$ cat src/hw/psc_map.svh
// register map, field positions and reset values of the power-supply commands
`ifndef PSC_MAP_SVH
`define PSC_MAP_SVH
`define PSC_CMD_PS_WR 8'h51
`define PSC_CMD_PS_RD 8'h91
`define PSC_CMD_ESR_WR 8'h42
`define PSC_CMD_ESR_RD 8'h82
`define PSC_CMD_LIN_WR 8'h50
`define PSC_CMD_LIN_RD 8'h90
`define PSC_HDR_WR 3'h1
`define PSC_HDR_RD 3'h2
`define PSC_HDR_ESR_WR 3'h2
`define PSC_HDR_TAIL 4'he
`define PSC_PARITY_BIT 12
`define PSC_FRAME_BITS 5'h10
`define PSC_PS_BOOST_GOOD 7
`define PSC_PS_FAULT 6
`define PSC_PS_SYNC 5
`define PSC_PS_BOOST 4
`define PSC_PS_BUCK 2
`define PSC_SEL_HI 1
`define PSC_SEL_LO 0
`define PSC_ESR_EN 0
`define PSC_LIN_REN 5
`define PSC_RXO_HI 4
`define PSC_RXO_LO 3
`define PSC_LSR_HI 1
`define PSC_LSR_LO 0
`define PSC_ADC_HI 9
`define PSC_ADC_LO 2
`define PSC_RST_SYNC 1'b0
`define PSC_RST_BOOST 1'b1
`define PSC_RST_BUCK 1'b1
`define PSC_RST_SEL 2'h2
`define PSC_RST_ESR 1'b0
`define PSC_RST_REN 1'b0
`define PSC_RST_RXO 2'h0
`define PSC_RST_LSR 2'h0
`define PSC_ASY_RST 7'h40
`define PSC_SEL_OFF 2'h0
`define PSC_SEL_CHG 2'h1
`define PSC_SEL_DIS 2'h2
`endif

$ cat src/hw/psc_pkg.sv
// types shared by the power-supply command block
`default_nettype none
package psc_pkg;
	typedef logic [15:0] psc_frame_t;
	typedef logic [7:0] psc_byte_t;
endpackage
`default_nettype wire

$ cat src/hw/psc_frame_if.sv
// frame carrier between the serial slave and the command core
`default_nettype none
interface psc_frame_if;
	import psc_pkg::*;
	psc_frame_t rx_word;
	logic rx_valid;
	psc_frame_t tx_word;
	modport slave (output rx_word, output rx_valid, input tx_word);
	modport core (input rx_word, input rx_valid, output tx_word);
endinterface
`default_nettype wire

$ cat src/hw/psc_reserve_ctl.sv
// reserve charge and discharge switch drive with frame-synchronous ESR test
`default_nettype none
`include "psc_map.svh"
module psc_reserve_ctl
	import psc_pkg::*;
(
	input wire logic clock_i,
	input wire logic srst_i,
	input wire logic ce_i,
	input wire logic [1:0] reserve_switch_sel_i,
	input wire logic reserve_test_active_i,
	input wire logic frame_tick_i,
	output logic charge_sw_on_o,
	output logic discharge_sw_on_o,
	output logic test_armed_o
);
	logic tick_q;
	logic armed_q;
	logic chg_q;
	logic dis_q;
	wire tick_fall = tick_q & ~frame_tick_i;
	wire armed_d = reserve_test_active_i & (armed_q | tick_fall);
	wire chg_d = ~armed_d & (reserve_switch_sel_i == `PSC_SEL_CHG);
	wire dis_d = armed_d | (reserve_switch_sel_i == `PSC_SEL_DIS);
	always_ff @(posedge clock_i)
	begin
		if (srst_i)
		begin
			tick_q <= 1'b0;
			armed_q <= 1'b0;
			chg_q <= 1'b0;
			dis_q <= 1'b0;
		end
		else if (ce_i)
		begin
			tick_q <= frame_tick_i;
			armed_q <= armed_d;
			chg_q <= chg_d;
			dis_q <= dis_d;
		end
	end
	assign charge_sw_on_o = chg_q;
	assign discharge_sw_on_o = dis_q;
	assign test_armed_o = armed_q;
endmodule
`default_nettype wire

$ cat src/hw/psc_spi_slave.sv
// 16-bit serial slave, mode 0, pins synchronised to clock_i
`default_nettype none
`include "psc_map.svh"
module psc_spi_slave
	import psc_pkg::*;
(
	input wire logic clock_i,
	input wire logic srst_i,
	input wire logic ce_i,
	input wire logic spi_sclk_i,
	input wire logic spi_cs_n_i,
	input wire logic spi_mosi_i,
	output logic spi_miso_o,
	output logic spi_miso_oe_o,
	psc_frame_if.slave frame
);
	logic [2:0] meta_q;
	logic [2:0] pin_q;
	logic [1:0] last_q;
	logic [4:0] cnt_q;
	psc_frame_t rx_q;
	psc_frame_t tx_q;
	psc_frame_t word_q;
	logic valid_q;
	wire sclk_s = pin_q[2];
	wire cs_n_s = pin_q[1];
	wire sclk_rise = sclk_s & ~last_q[1];
	wire sclk_fall = ~sclk_s & last_q[1];
	wire cs_fall = ~cs_n_s & last_q[0];
	wire cs_rise = cs_n_s & ~last_q[0];
	wire cnt_full = (cnt_q == 5'h1f);
	always_ff @(posedge clock_i)
	begin
		if (srst_i)
		begin
			meta_q <= 3'h3;
			pin_q <= 3'h3;
			last_q <= 2'h1;
			cnt_q <= 5'h0;
			rx_q <= 16'h0000;
			tx_q <= 16'h0000;
			word_q <= 16'h0000;
			valid_q <= 1'b0;
		end
		else if (ce_i)
		begin
			meta_q <= {spi_sclk_i, spi_cs_n_i, spi_mosi_i};
			pin_q <= meta_q;
			last_q <= pin_q[2:1];
			valid_q <= cs_rise && (cnt_q == `PSC_FRAME_BITS);
			if (cs_rise)
				word_q <= rx_q;
			if (cs_fall)
			begin
				tx_q <= frame.tx_word;
				cnt_q <= 5'h0;
			end
			else if (!cs_n_s && sclk_rise)
			begin
				rx_q <= {rx_q[14:0], pin_q[0]};
				cnt_q <= cnt_full ? cnt_q : cnt_q + 5'h1;
			end
			else if (!cs_n_s && sclk_fall)
				tx_q <= {tx_q[14:0], 1'b0};
		end
	end
	assign spi_miso_o = tx_q[15];
	assign spi_miso_oe_o = ~cs_n_s;
	assign frame.rx_word = word_q;
	assign frame.rx_valid = valid_q;
endmodule
`default_nettype wire

$ cat src/hw/psc_top.sv
// power-supply command registers behind the 16-bit serial port
//
// Functional notes
// - power command: write byte 0x51, read byte 0x91, data in low byte
// - power bits hold until rewritten or reset; answer shows present state
// - shutdown switches a supply off regardless of latched bit; answer shows it
// - switch fault flag clears on reset or write with switch field 00
// - sleep reset restores switch field only; other bits need internal reset
// - answer bit 7 high while boost above about 80 percent target
// - answer bit 6 high after charge or discharge switch fault
// - bit 5 sync supply, bit 4 boost, bit 2 buck; all echoed
// - switch field: 00 off, 01 charge, 10 discharge, 11 off
// - test command: write 0x42, read 0x82, enable in bit 0 echoed
// - enabled test opens charge, closes discharge at next tick falling edge
// - test enable stays set until written back to zero
// - test read returns bits 9:2 of latest reserve voltage sample
// - test enable resets to zero and drives the test active output
// - channel field picks satellite 1 to 4 for the receive pin
// - monitor bit low routes LIN receive, high routes satellite signal
// - LIN command: write 0x50, read 0x90, held until rewritten or reset
`default_nettype none
`include "psc_map.svh"
module psc_top
	import psc_pkg::*;
#(
	parameter int ADC_W = 10,
	parameter int SAT_N = 4
)
(
	input wire logic clock_i,
	input wire logic srst_i,
	input wire logic ce_i,
	input wire logic sleep_rst_i,
	input wire logic spi_sclk_i,
	input wire logic spi_cs_n_i,
	input wire logic spi_mosi_i,
	output logic spi_miso_o,
	output logic spi_miso_oe_o,
	input wire logic boost_above_thr_i,
	input wire logic boost_shutdown_i,
	input wire logic buck_shutdown_i,
	input wire logic sync_shutdown_i,
	input wire logic charge_sw_fault_i,
	input wire logic discharge_sw_fault_i,
	input wire logic frame_tick_i,
	input wire logic adc_valid_i,
	input wire logic [ADC_W-1:0] adc_data_i,
	input wire logic lin_rx_i,
	input wire logic [SAT_N-1:0] sat_manchester_i,
	output logic boost_on_o,
	output logic buck_on_o,
	output logic sync_supply_on_o,
	output logic charge_sw_on_o,
	output logic discharge_sw_on_o,
	output logic reserve_test_active_o,
	output logic rxd_o
);
	localparam int ASY_W = SAT_N + 7;

	function automatic psc_frame_t psc_answer(input logic [2:0] hdr, input psc_byte_t dat);
		psc_frame_t f;
		f = {hdr, 1'b0, `PSC_HDR_TAIL, dat};
		f[`PSC_PARITY_BIT] = ~(^f);
		return f;
	endfunction

	psc_frame_if frame_bus ();

	psc_spi_slave u_spi (
		.clock_i(clock_i),
		.srst_i(srst_i),
		.ce_i(ce_i),
		.spi_sclk_i(spi_sclk_i),
		.spi_cs_n_i(spi_cs_n_i),
		.spi_mosi_i(spi_mosi_i),
		.spi_miso_o(spi_miso_o),
		.spi_miso_oe_o(spi_miso_oe_o),
		.frame(frame_bus.slave)
	);

	// asynchronous status and monitor inputs, two flops each
	logic [ASY_W-1:0] asy_meta_q;
	logic [ASY_W-1:0] asy_q;
	always_ff @(posedge clock_i)
	begin
		if (srst_i)
		begin
			// receive line idles high, no false low after reset
			asy_meta_q <= {{SAT_N{1'b0}}, `PSC_ASY_RST};
			asy_q <= {{SAT_N{1'b0}}, `PSC_ASY_RST};
		end
		else if (ce_i)
		begin
			asy_meta_q <= {sat_manchester_i, lin_rx_i, discharge_sw_fault_i,
				charge_sw_fault_i, sync_shutdown_i, buck_shutdown_i,
				boost_shutdown_i, boost_above_thr_i};
			asy_q <= asy_meta_q;
		end
	end
	wire boost_good_s = asy_q[0];
	wire boost_sd_s = asy_q[1];
	wire buck_sd_s = asy_q[2];
	wire sync_sd_s = asy_q[3];
	wire sw_fault_s = asy_q[4] | asy_q[5];
	wire lin_rx_s = asy_q[6];
	wire [SAT_N-1:0] sat_s = asy_q[ASY_W-1:7];

	// command decode
	psc_byte_t cmd;
	psc_byte_t dat;
	assign cmd = frame_bus.rx_word[15:8];
	assign dat = frame_bus.rx_word[7:0];
	wire wr_ps = frame_bus.rx_valid && (cmd == `PSC_CMD_PS_WR);
	wire wr_esr = frame_bus.rx_valid && (cmd == `PSC_CMD_ESR_WR);
	wire wr_lin = frame_bus.rx_valid && (cmd == `PSC_CMD_LIN_WR);
	wire sel_off_wr = wr_ps && (dat[`PSC_SEL_HI:`PSC_SEL_LO] == `PSC_SEL_OFF);

	// power control bits
	logic sync_supply_q;
	logic boost_q;
	logic buck_q;
	logic [1:0] sel_q;
	logic fault_q;
	wire fault_d = sw_fault_s | (fault_q & ~sel_off_wr);
	always_ff @(posedge clock_i)
	begin
		if (srst_i)
		begin
			sync_supply_q <= `PSC_RST_SYNC;
			boost_q <= `PSC_RST_BOOST;
			buck_q <= `PSC_RST_BUCK;
			fault_q <= 1'b0;
		end
		else if (ce_i)
		begin
			fault_q <= fault_d;
			if (wr_ps)
			begin
				sync_supply_q <= dat[`PSC_PS_SYNC];
				boost_q <= dat[`PSC_PS_BOOST];
				buck_q <= dat[`PSC_PS_BUCK];
			end
		end
	end

	// switch field also returns to default on sleep reset
	always_ff @(posedge clock_i)
	begin
		if (srst_i)
			sel_q <= `PSC_RST_SEL;
		else if (ce_i && sleep_rst_i)
			sel_q <= `PSC_RST_SEL;
		else if (ce_i && wr_ps)
			sel_q <= dat[`PSC_SEL_HI:`PSC_SEL_LO];
	end

	// shutdown overrides latched enables
	wire sync_act = sync_supply_q & ~sync_sd_s;
	wire boost_act = boost_q & ~boost_sd_s;
	wire buck_act = buck_q & ~buck_sd_s;
	always_ff @(posedge clock_i)
	begin
		if (srst_i)
		begin
			sync_supply_on_o <= `PSC_RST_SYNC;
			boost_on_o <= `PSC_RST_BOOST;
			buck_on_o <= `PSC_RST_BUCK;
		end
		else if (ce_i)
		begin
			sync_supply_on_o <= sync_act;
			boost_on_o <= boost_act;
			buck_on_o <= buck_act;
		end
	end

	// reserve test enable and latest sample
	logic test_q;
	logic [ADC_W-1:0] adc_q;
	always_ff @(posedge clock_i)
	begin
		if (srst_i)
		begin
			test_q <= `PSC_RST_ESR;
			adc_q <= '0;
		end
		else if (ce_i)
		begin
			if (wr_esr)
				test_q <= dat[`PSC_ESR_EN];
			if (adc_valid_i)
				adc_q <= adc_data_i;
		end
	end
	assign reserve_test_active_o = test_q;

	logic test_armed;
	psc_reserve_ctl u_reserve (
		.clock_i(clock_i),
		.srst_i(srst_i),
		.ce_i(ce_i),
		.reserve_switch_sel_i(sel_q),
		.reserve_test_active_i(test_q),
		.frame_tick_i(frame_tick_i),
		.charge_sw_on_o(charge_sw_on_o),
		.discharge_sw_on_o(discharge_sw_on_o),
		.test_armed_o(test_armed)
	);

	// receive pin monitor configuration
	logic ren_q;
	logic [1:0] rxo_q;
	logic [1:0] lsr_q;
	logic rxd_q;
	always_ff @(posedge clock_i)
	begin
		if (srst_i)
		begin
			ren_q <= `PSC_RST_REN;
			rxo_q <= `PSC_RST_RXO;
			lsr_q <= `PSC_RST_LSR;
		end
		else if (ce_i && wr_lin)
		begin
			ren_q <= dat[`PSC_LIN_REN];
			rxo_q <= dat[`PSC_RXO_HI:`PSC_RXO_LO];
			lsr_q <= dat[`PSC_LSR_HI:`PSC_LSR_LO];
		end
	end
	wire rx_pick = ren_q ? sat_s[rxo_q] : lin_rx_s;
	always_ff @(posedge clock_i)
	begin
		if (srst_i)
			rxd_q <= 1'b1;
		else if (ce_i)
			rxd_q <= rx_pick;
	end
	assign rxd_o = rxd_q;

	// answer to the last frame, shifted out during the next one
	psc_byte_t last_cmd_q;
	always_ff @(posedge clock_i)
	begin
		if (srst_i)
			last_cmd_q <= 8'h00;
		else if (ce_i && frame_bus.rx_valid)
			last_cmd_q <= cmd;
	end
	psc_byte_t ps_stat;
	psc_byte_t lin_stat;
	psc_byte_t esr_wr_stat;
	psc_byte_t esr_rd_stat;
	assign ps_stat = {boost_good_s, fault_q, sync_act, boost_act, 1'b0, buck_act, sel_q};
	assign lin_stat = {2'h0, ren_q, rxo_q, 1'b0, lsr_q};
	assign esr_wr_stat = {7'h00, test_q};
	assign esr_rd_stat = adc_q[`PSC_ADC_HI:`PSC_ADC_LO];
	assign frame_bus.tx_word =
		(last_cmd_q == `PSC_CMD_PS_WR) ? psc_answer(`PSC_HDR_WR, ps_stat) :
		(last_cmd_q == `PSC_CMD_PS_RD) ? psc_answer(`PSC_HDR_RD, ps_stat) :
		(last_cmd_q == `PSC_CMD_ESR_WR) ? psc_answer(`PSC_HDR_ESR_WR, esr_wr_stat) :
		(last_cmd_q == `PSC_CMD_ESR_RD) ? psc_answer(`PSC_HDR_RD, esr_rd_stat) :
		(last_cmd_q == `PSC_CMD_LIN_WR) ? psc_answer(`PSC_HDR_WR, lin_stat) :
		(last_cmd_q == `PSC_CMD_LIN_RD) ? psc_answer(`PSC_HDR_RD, lin_stat) :
		16'h0000;
endmodule
`default_nettype wire

$ cat config.mk
export PLATFORM = sky130hd
export DESIGN_NAME = psc_top
export DESIGN_NICKNAME = d
export VERILOG_FILES = /design/src/hw/psc_pkg.sv /design/src/hw/psc_frame_if.sv /design/src/hw/psc_reserve_ctl.sv /design/src/hw/psc_spi_slave.sv /design/src/hw/psc_top.sv
export VERILOG_INCLUDE_DIRS = /design/src /design/src/hw
export SDC_FILE = /design/constraint.sdc
export NUM_CORES = 1
export LEC_CHECK = 0
export BUFFER_PORTS_ARGS = -buffer_cell sky130_fd_sc_hd__buf_2
export CAP_MARGIN = 15
export CORE_UTILIZATION = 59
export CTS_BUF_LIST = sky130_fd_sc_hd__clkbuf_4 sky130_fd_sc_hd__clkbuf_8 sky130_fd_sc_hd__clkbuf_16
export DETAILED_ROUTE_END_ITERATION = 6
export PLACE_DENSITY_LB_ADDON = 0.08
export SLEW_MARGIN = 40
export SYNTH_ARGS = -nofsm -noshare
export SYNTH_HDL_FRONTEND = slang
export SYNTH_SLANG_ARGS = --single-unit
$ cat constraint.sdc
create_clock -name clock_i -period 2.2 [get_ports clock_i]
set_input_delay 0.22 -clock clock_i [delete_from_list [all_inputs] [get_ports clock_i]]
set_output_delay 0.22 -clock clock_i [all_outputs]
set_load 0.05 [all_outputs]
Word level (Yosys, flattened, before mapping)
Cells that the tools add are included.
{"block": "totals", "ff_bits": 122}
{"block": "op_classes", "addsub": 1, "order_cmp": 1, "eq_ne": 15, "n_mux": 15, "n_bitwise": 30, "reduce_logical": 27}
{"op": "$mux 15", "n": 6}
{"op": "$reduce_xor 16->1", "n": 4}
{"op": "$eq 8x7->1 const B", "n": 6}
{"op": "$mux 16", "n": 3}
{"op": "$eq 8x8->1 const B", "n": 3}
{"op": "$mux 5", "n": 3}
{"op": "$not 1->1", "n": 15}
{"op": "$and 1x1->1", "n": 11}
{"op": "$logic_and 1x1->1", "n": 11}
{"op": "$eq 5x5->1 const B", "n": 2}
{"op": "$reduce_and 3->1", "n": 3}
{"op": "$reduce_and 2->1", "n": 4}
{"op": "$add 5x1->5 const B", "n": 1}
{"op": "$ne 2x1->1 const B", "n": 2}
{"op": "$or 1x1->1", "n": 4}
{"op": "$reduce_bool 2->1", "n": 2}
{"op": "$lt 2x3->1 const B", "n": 1}
{"op": "$bmux 1 s2", "n": 1}
{"op": "$eq 2x1->1 const B", "n": 1}
{"op": "$eq 2x2->1 const B", "n": 1}
{"op": "$logic_not 2->1", "n": 1}
{"op": "$mux 1", "n": 2}
{"op": "$reduce_or 2->1", "n": 1}
{"op": "$logic_not 1->1", "n": 1}

Depth between registers and ports, before layout
{"block": "logic_depth", "word_depth": 9, "mapped_depth": 8, "mapped_depth_nobuf": 8}

Modules after synthesis
Synthesis repeated with hierarchy kept, for this count alone.
{"block": "hier_totals", "hier_cells": 567, "area_unflattened_um2": 5044.8}
{"module": "psc_top", "instances": 1, "cells_each": 269, "area_each_um2": 2452.4, "seq_area_each_um2": 1081.0}
{"module": "psc_spi_slave", "instances": 1, "cells_each": 282, "area_each_um2": 2412.3, "seq_area_each_um2": 1241.2}
{"module": "psc_reserve_ctl", "instances": 1, "cells_each": 16, "area_each_um2": 180.2, "seq_area_each_um2": 80.1}

Worst setup path before layout
Ideal clock, no wire load.
{"block": "synth_timing", "path_kind": "register to register", "from": "reg u_spi.cnt_q[0]", "to": "reg u_spi.cnt_q[3]", "arrival_time_ns": 1.695, "path_slack_ns": 0.419, "path_stages_with_launch": 9, "path_buffers": 0, "cell_sequence": "dfxtp_1 > ha_1 > and3_1 > ha_1 > nor3b_1 > o21a_1 > nand4_1 > xor2_1 > a211oi_1"}
{"block": "synth_via", "elab_chain_len": 4, "elab_cells_between_ends": 7, "classes_between": "add/sub (1); eq/ne (2); mux (3); reduce/logical (1)"}
{"element": "start, declared", "line": "psc_spi_slave.sv:20", "text": "logic [4:0] cnt_q;"}
{"element": "start signal, assigned", "line": "psc_spi_slave.sv:61", "text": "cnt_q <= cnt_full ? cnt_q : cnt_q + 5'h1;"}
{"element": "$add 5x1->5", "line": "psc_spi_slave.sv:61"}
{"element": "$mux 5", "line": "psc_spi_slave.sv:61"}
{"element": "$mux 5", "line": "psc_spi_slave.sv:58", "text": "else if (!cs_n_s && sclk_rise)"}
{"element": "$mux 5", "line": "psc_spi_slave.sv:53", "text": "if (cs_fall)"}
Parallel ways exist; a longest one is shown, timed or not. The select of a mux whose other input is x is not followed.
A chain may end at the register's enable or synchronous reset.

Worst setup path after layout
Same ends and word-level chain as after synthesis.

==> flow_metrics.py <==
metrics = {
    "run_status": {
        "status": "completed",
    },
    "setup_path": {
        "cp_common_cell": "ha_1",
        "cp-end-kind": "register",
        "critPathKind": "register to register",
        "arrival_ps": 2380,
        "cp.depth": 8,
        "worstPathMaxFanout": 5,
        "worst-path-buf-inv": 0,
        "ff2ff_setup_slack_ps": 250,
        "cp_cell_sequence": "ha_1 -> and3_1 -> ha_1 -> nor3b_1 -> o21a_1 -> nand4_1 -> xor2_1 -> a211oi_1",
        "cp_top_family": "simple AND/OR/NAND/NOR gates",
        "cp_slowest_stage_delay_ps": 340,
        "worstPathRequired_ps": 2630,
        "r2r-start": "u_spi.cnt_q[0]",
        "rr_endpoint": "u_spi.cnt_q[3]",
        "slowest_stage": "dfxtp_1",
        "r2r_cells": 8,
        "critPathLaunch": "u_spi.cnt_q[0]",
        "critPathLaunchType": "register",
        "critPathCapture": "u_spi.cnt_q[3]",
    },
    "clock_network": {
        "cts_tree": "built",
        "postCtsResizedCells": 0,
        "clockBufferDepth": 2,
        "path_clk_slew_ps": 60,
        "cts_buffers": 17,
        "cts_sinks": 118,
        "clock_latency_ps": 510,
        "root_buffer": "clkbuf_8",
        "h-tree-depth": 4,
    },
    "sta": {
        "rsz0062_at_grt": "no",
        "skew_ps": 10.6,
        "slew_violations": 0,
        "fmax_mhz": 513,
        "tightest_slew_ps": 593,
        "relSlewSlack_pct": 60.4,
        "tns_ps": 0,
        "post-route-period-util_pct": 88.6,
        "finalSetupViolCount": 0,
        "final_hold_viol_count": 0,
        "min_period_ps": 1950,
    },
    "synth": {
        "synth_cell_type_count": 51,
        "synth_fa_ha_area_share_pct": 1.24,
        "avgSynthCellArea_um2": 8.61,
        "async_flop_share_pct": 0,
        "synth_flop_cell": "dfxtp_1",
        "yosys.area_share.simple_pct": 21.0,
        "syn_inst": 586,
        "yosys_warnings": 0,
        "synth.mux.area_fraction_pct": 8.98,
        "synth_area_leaders": "dfxtp_1 (47%), mux2i_1 (8.5%), nand2_1 (8.3%), a21oi_1 (6.5%), nor2_1 (3.9%)",
        "synth_top_area_share_pct": 46.8,
        "synth-xor-area-share_pct": 3.50,
        "syn_nets": 621,
        "ys_ff_latch": 118,
        "synth_top_family_by_area": "simple AND/OR/NAND/NOR gates",
        "synth_area_um2": 5050,
        "ys_seq_area_share_pct": 46.8,
        "synth_compound_area_share_pct": 15.0,
        "synth_edf_count": 0,
        "synth_largest_area_cell": "dfxtp_1",
    },
    "floorplanning": {
        "die_area_um2": 8930,
        "start_util_pct": 61.1,
        "core-area_um2": 8260,
        "fp-row-count": 33,
        "io_pins": 39,
        "fp.dieH_um": 94.5,
        "die_w_um": 94.5,
    },
    "power": {
        "p_total_w": 0.00530,
        "power_density_nw_per_um2": 860,
        "p_leak_nw": 2.39,
        "vdd_drop_max_uv": 766,
    },
    "finish": {
        "nets": 680,
        "final_common_cell": "dfxtp_1",
        "n_antenna_cell": 0,
        "fillCellCount": 633,
        "area_growth_pct": 22.1,
        "layout_common_cells": "dfxtp_1 (118), nand2_1 (111), a21oi_1 (66)",
        "fin_util_pct": 74.6,
        "layout-drive-gt1-share_pct": 13.7,
    },
    "global_routing": {
        "antenna_found_initial": 0,
        "track_usage_pct": 29.1,
        "grt_pass1_vias": 4232,
        "grt_max_degree": 40,
        "grt_pass1_wl_mm": 20.1,
        "overflow": 0,
    },
    "route": {
        "viasPerCell": 5.63,
        "vias": 4288,
        "route.detailed.wl_per_inst_um": 15.4,
        "drtIter0Drc": 245,
        "dr.pass1.iters": 5,
        "ant_nets": 0,
        "wl_mm": 11.7,
        "drc": 0,
    },
    "placement": {
        "numPortBuffers": 36,
        "dp_hpwl_mm": 7.64,
        "gp_congestion": 0.867,
    },
    "run": {
        "drv_cap": 0,
    },
    "hold_path": {
        "worstHoldPathType": "input pin to register",
    },
}
flip-flops by register name, summed over array words and instances, names as in the netlist, 2 cells and up:
signal	flops
u_spi.rx_q	16
asy_meta_q	11
u_spi.tx_q	16
u_spi.cnt_q	5
asy_q	11
sel_q	2
u_spi.last_q	2
u_spi.pin_q	3
lsr_q	2
adc_q	8
u_spi.meta_q	3
rxo_q	2
u_spi.frame.rx_word	14
last_cmd_q	8
area by class of cell:
| type | count | area [um^2] | area share [%] |
|---|---|---|---|
| multi-input cells | 425 | 2510 | 40.7 |
| flip-flops and latches | 118 | 2360 | 38.3 |
| repair buffers | 75 | 533 | 8.65 |
| clock buffers | 18 | 422 | 6.84 |
| clock inverters | 13 | 174 | 2.82 |
| well taps | 105 | 131 | 2.13 |
| inverters | 8 | 30.0 | 0.487 |
worst min path at each step:
stage | start | to | slack (ps) | cells after the start
2_1_floorplan | lin_rx_i | asy_meta_q[6] | 350 | 2
3_3_place_gp | lin_rx_i | asy_meta_q[6] | 430 | 3
3_5_place_dp | spi_mosi_i | u_spi.meta_q[0] | 440 | 3
4_1_cts | adc_valid_i | adc_q[6] | 40 | 3
5_1_grt | adc_valid_i | adc_q[6] | 50 | 3
6_report | adc_valid_i | adc_q[9] | 50 | 3
metal layers:
layer	GRT usage [%]	wire length (um)
met5	0	0
met1	36.2	5140
met2	48.1	5720
met3	7.41	604
met4	11.9	265
cell families after synthesis:
family / after synthesis
compound gates: 124
buf+inv: 43
simple gates: 235
fa+ha+maj: 5
mux: 44
xor+xnor: 17
flops: 118
timing repair:
item                                    4_1_cts  5_1_grt
hold endpoints to repair                     24        0
endpoints found under the setup margin        0        0
setup buffers                                 0        0
hold buffers                                 24        0
through the flow:
stage / hold WS (ps) / instance area, um^2 / worst slack (ps) / std cells
6_report: 49.1 / 6160 / 251 / 762
3_3_place_gp: 435 / 5330 / 336 / 707
5_1_grt: 52.3 / 6160 / 71.8 / 762
4_1_cts: 39.1 / 6160 / 251 / 762
2_1_floorplan: 348 / 5050 / 419 / 586
3_5_place_dp: 442 / 5330 / 242 / 707
synthesized netlist by cell type, types with 3 or more instances:
master and instances:
a21boi_0 3, nand4_1 3, nor3_1 6, ha_1 5
o21ai_0 12, o21a_1 3, mux2i_1 43, nor2_1 53
nand3_1 21, buf_2 9, nand2b_1 7, a21o_1 5
o41ai_1 4, a22oi_1 3, o211ai_1 6, and3_1 3
nor2b_1 11, inv_1 8, a211oi_1 8, buf_1 6
a21oi_1 66, xnor2_1 11, clkbuf_1 20, xor2_1 4
nand2_1 111, dfxtp_1 118
tightest hold or removal path, cell delays in order:
cell	delay, ps
buf_2	150
nand3_1	90
a21oi_1	50
power by group:
group / switching [W] / internal (W)
clock: 0.00103 / 0.00175
combinational: 0.000169 / 0.000135
sequential: 0.0000337 / 0.00219
total: 0.00123 / 0.00407
(Power assumes the default switching activity.)
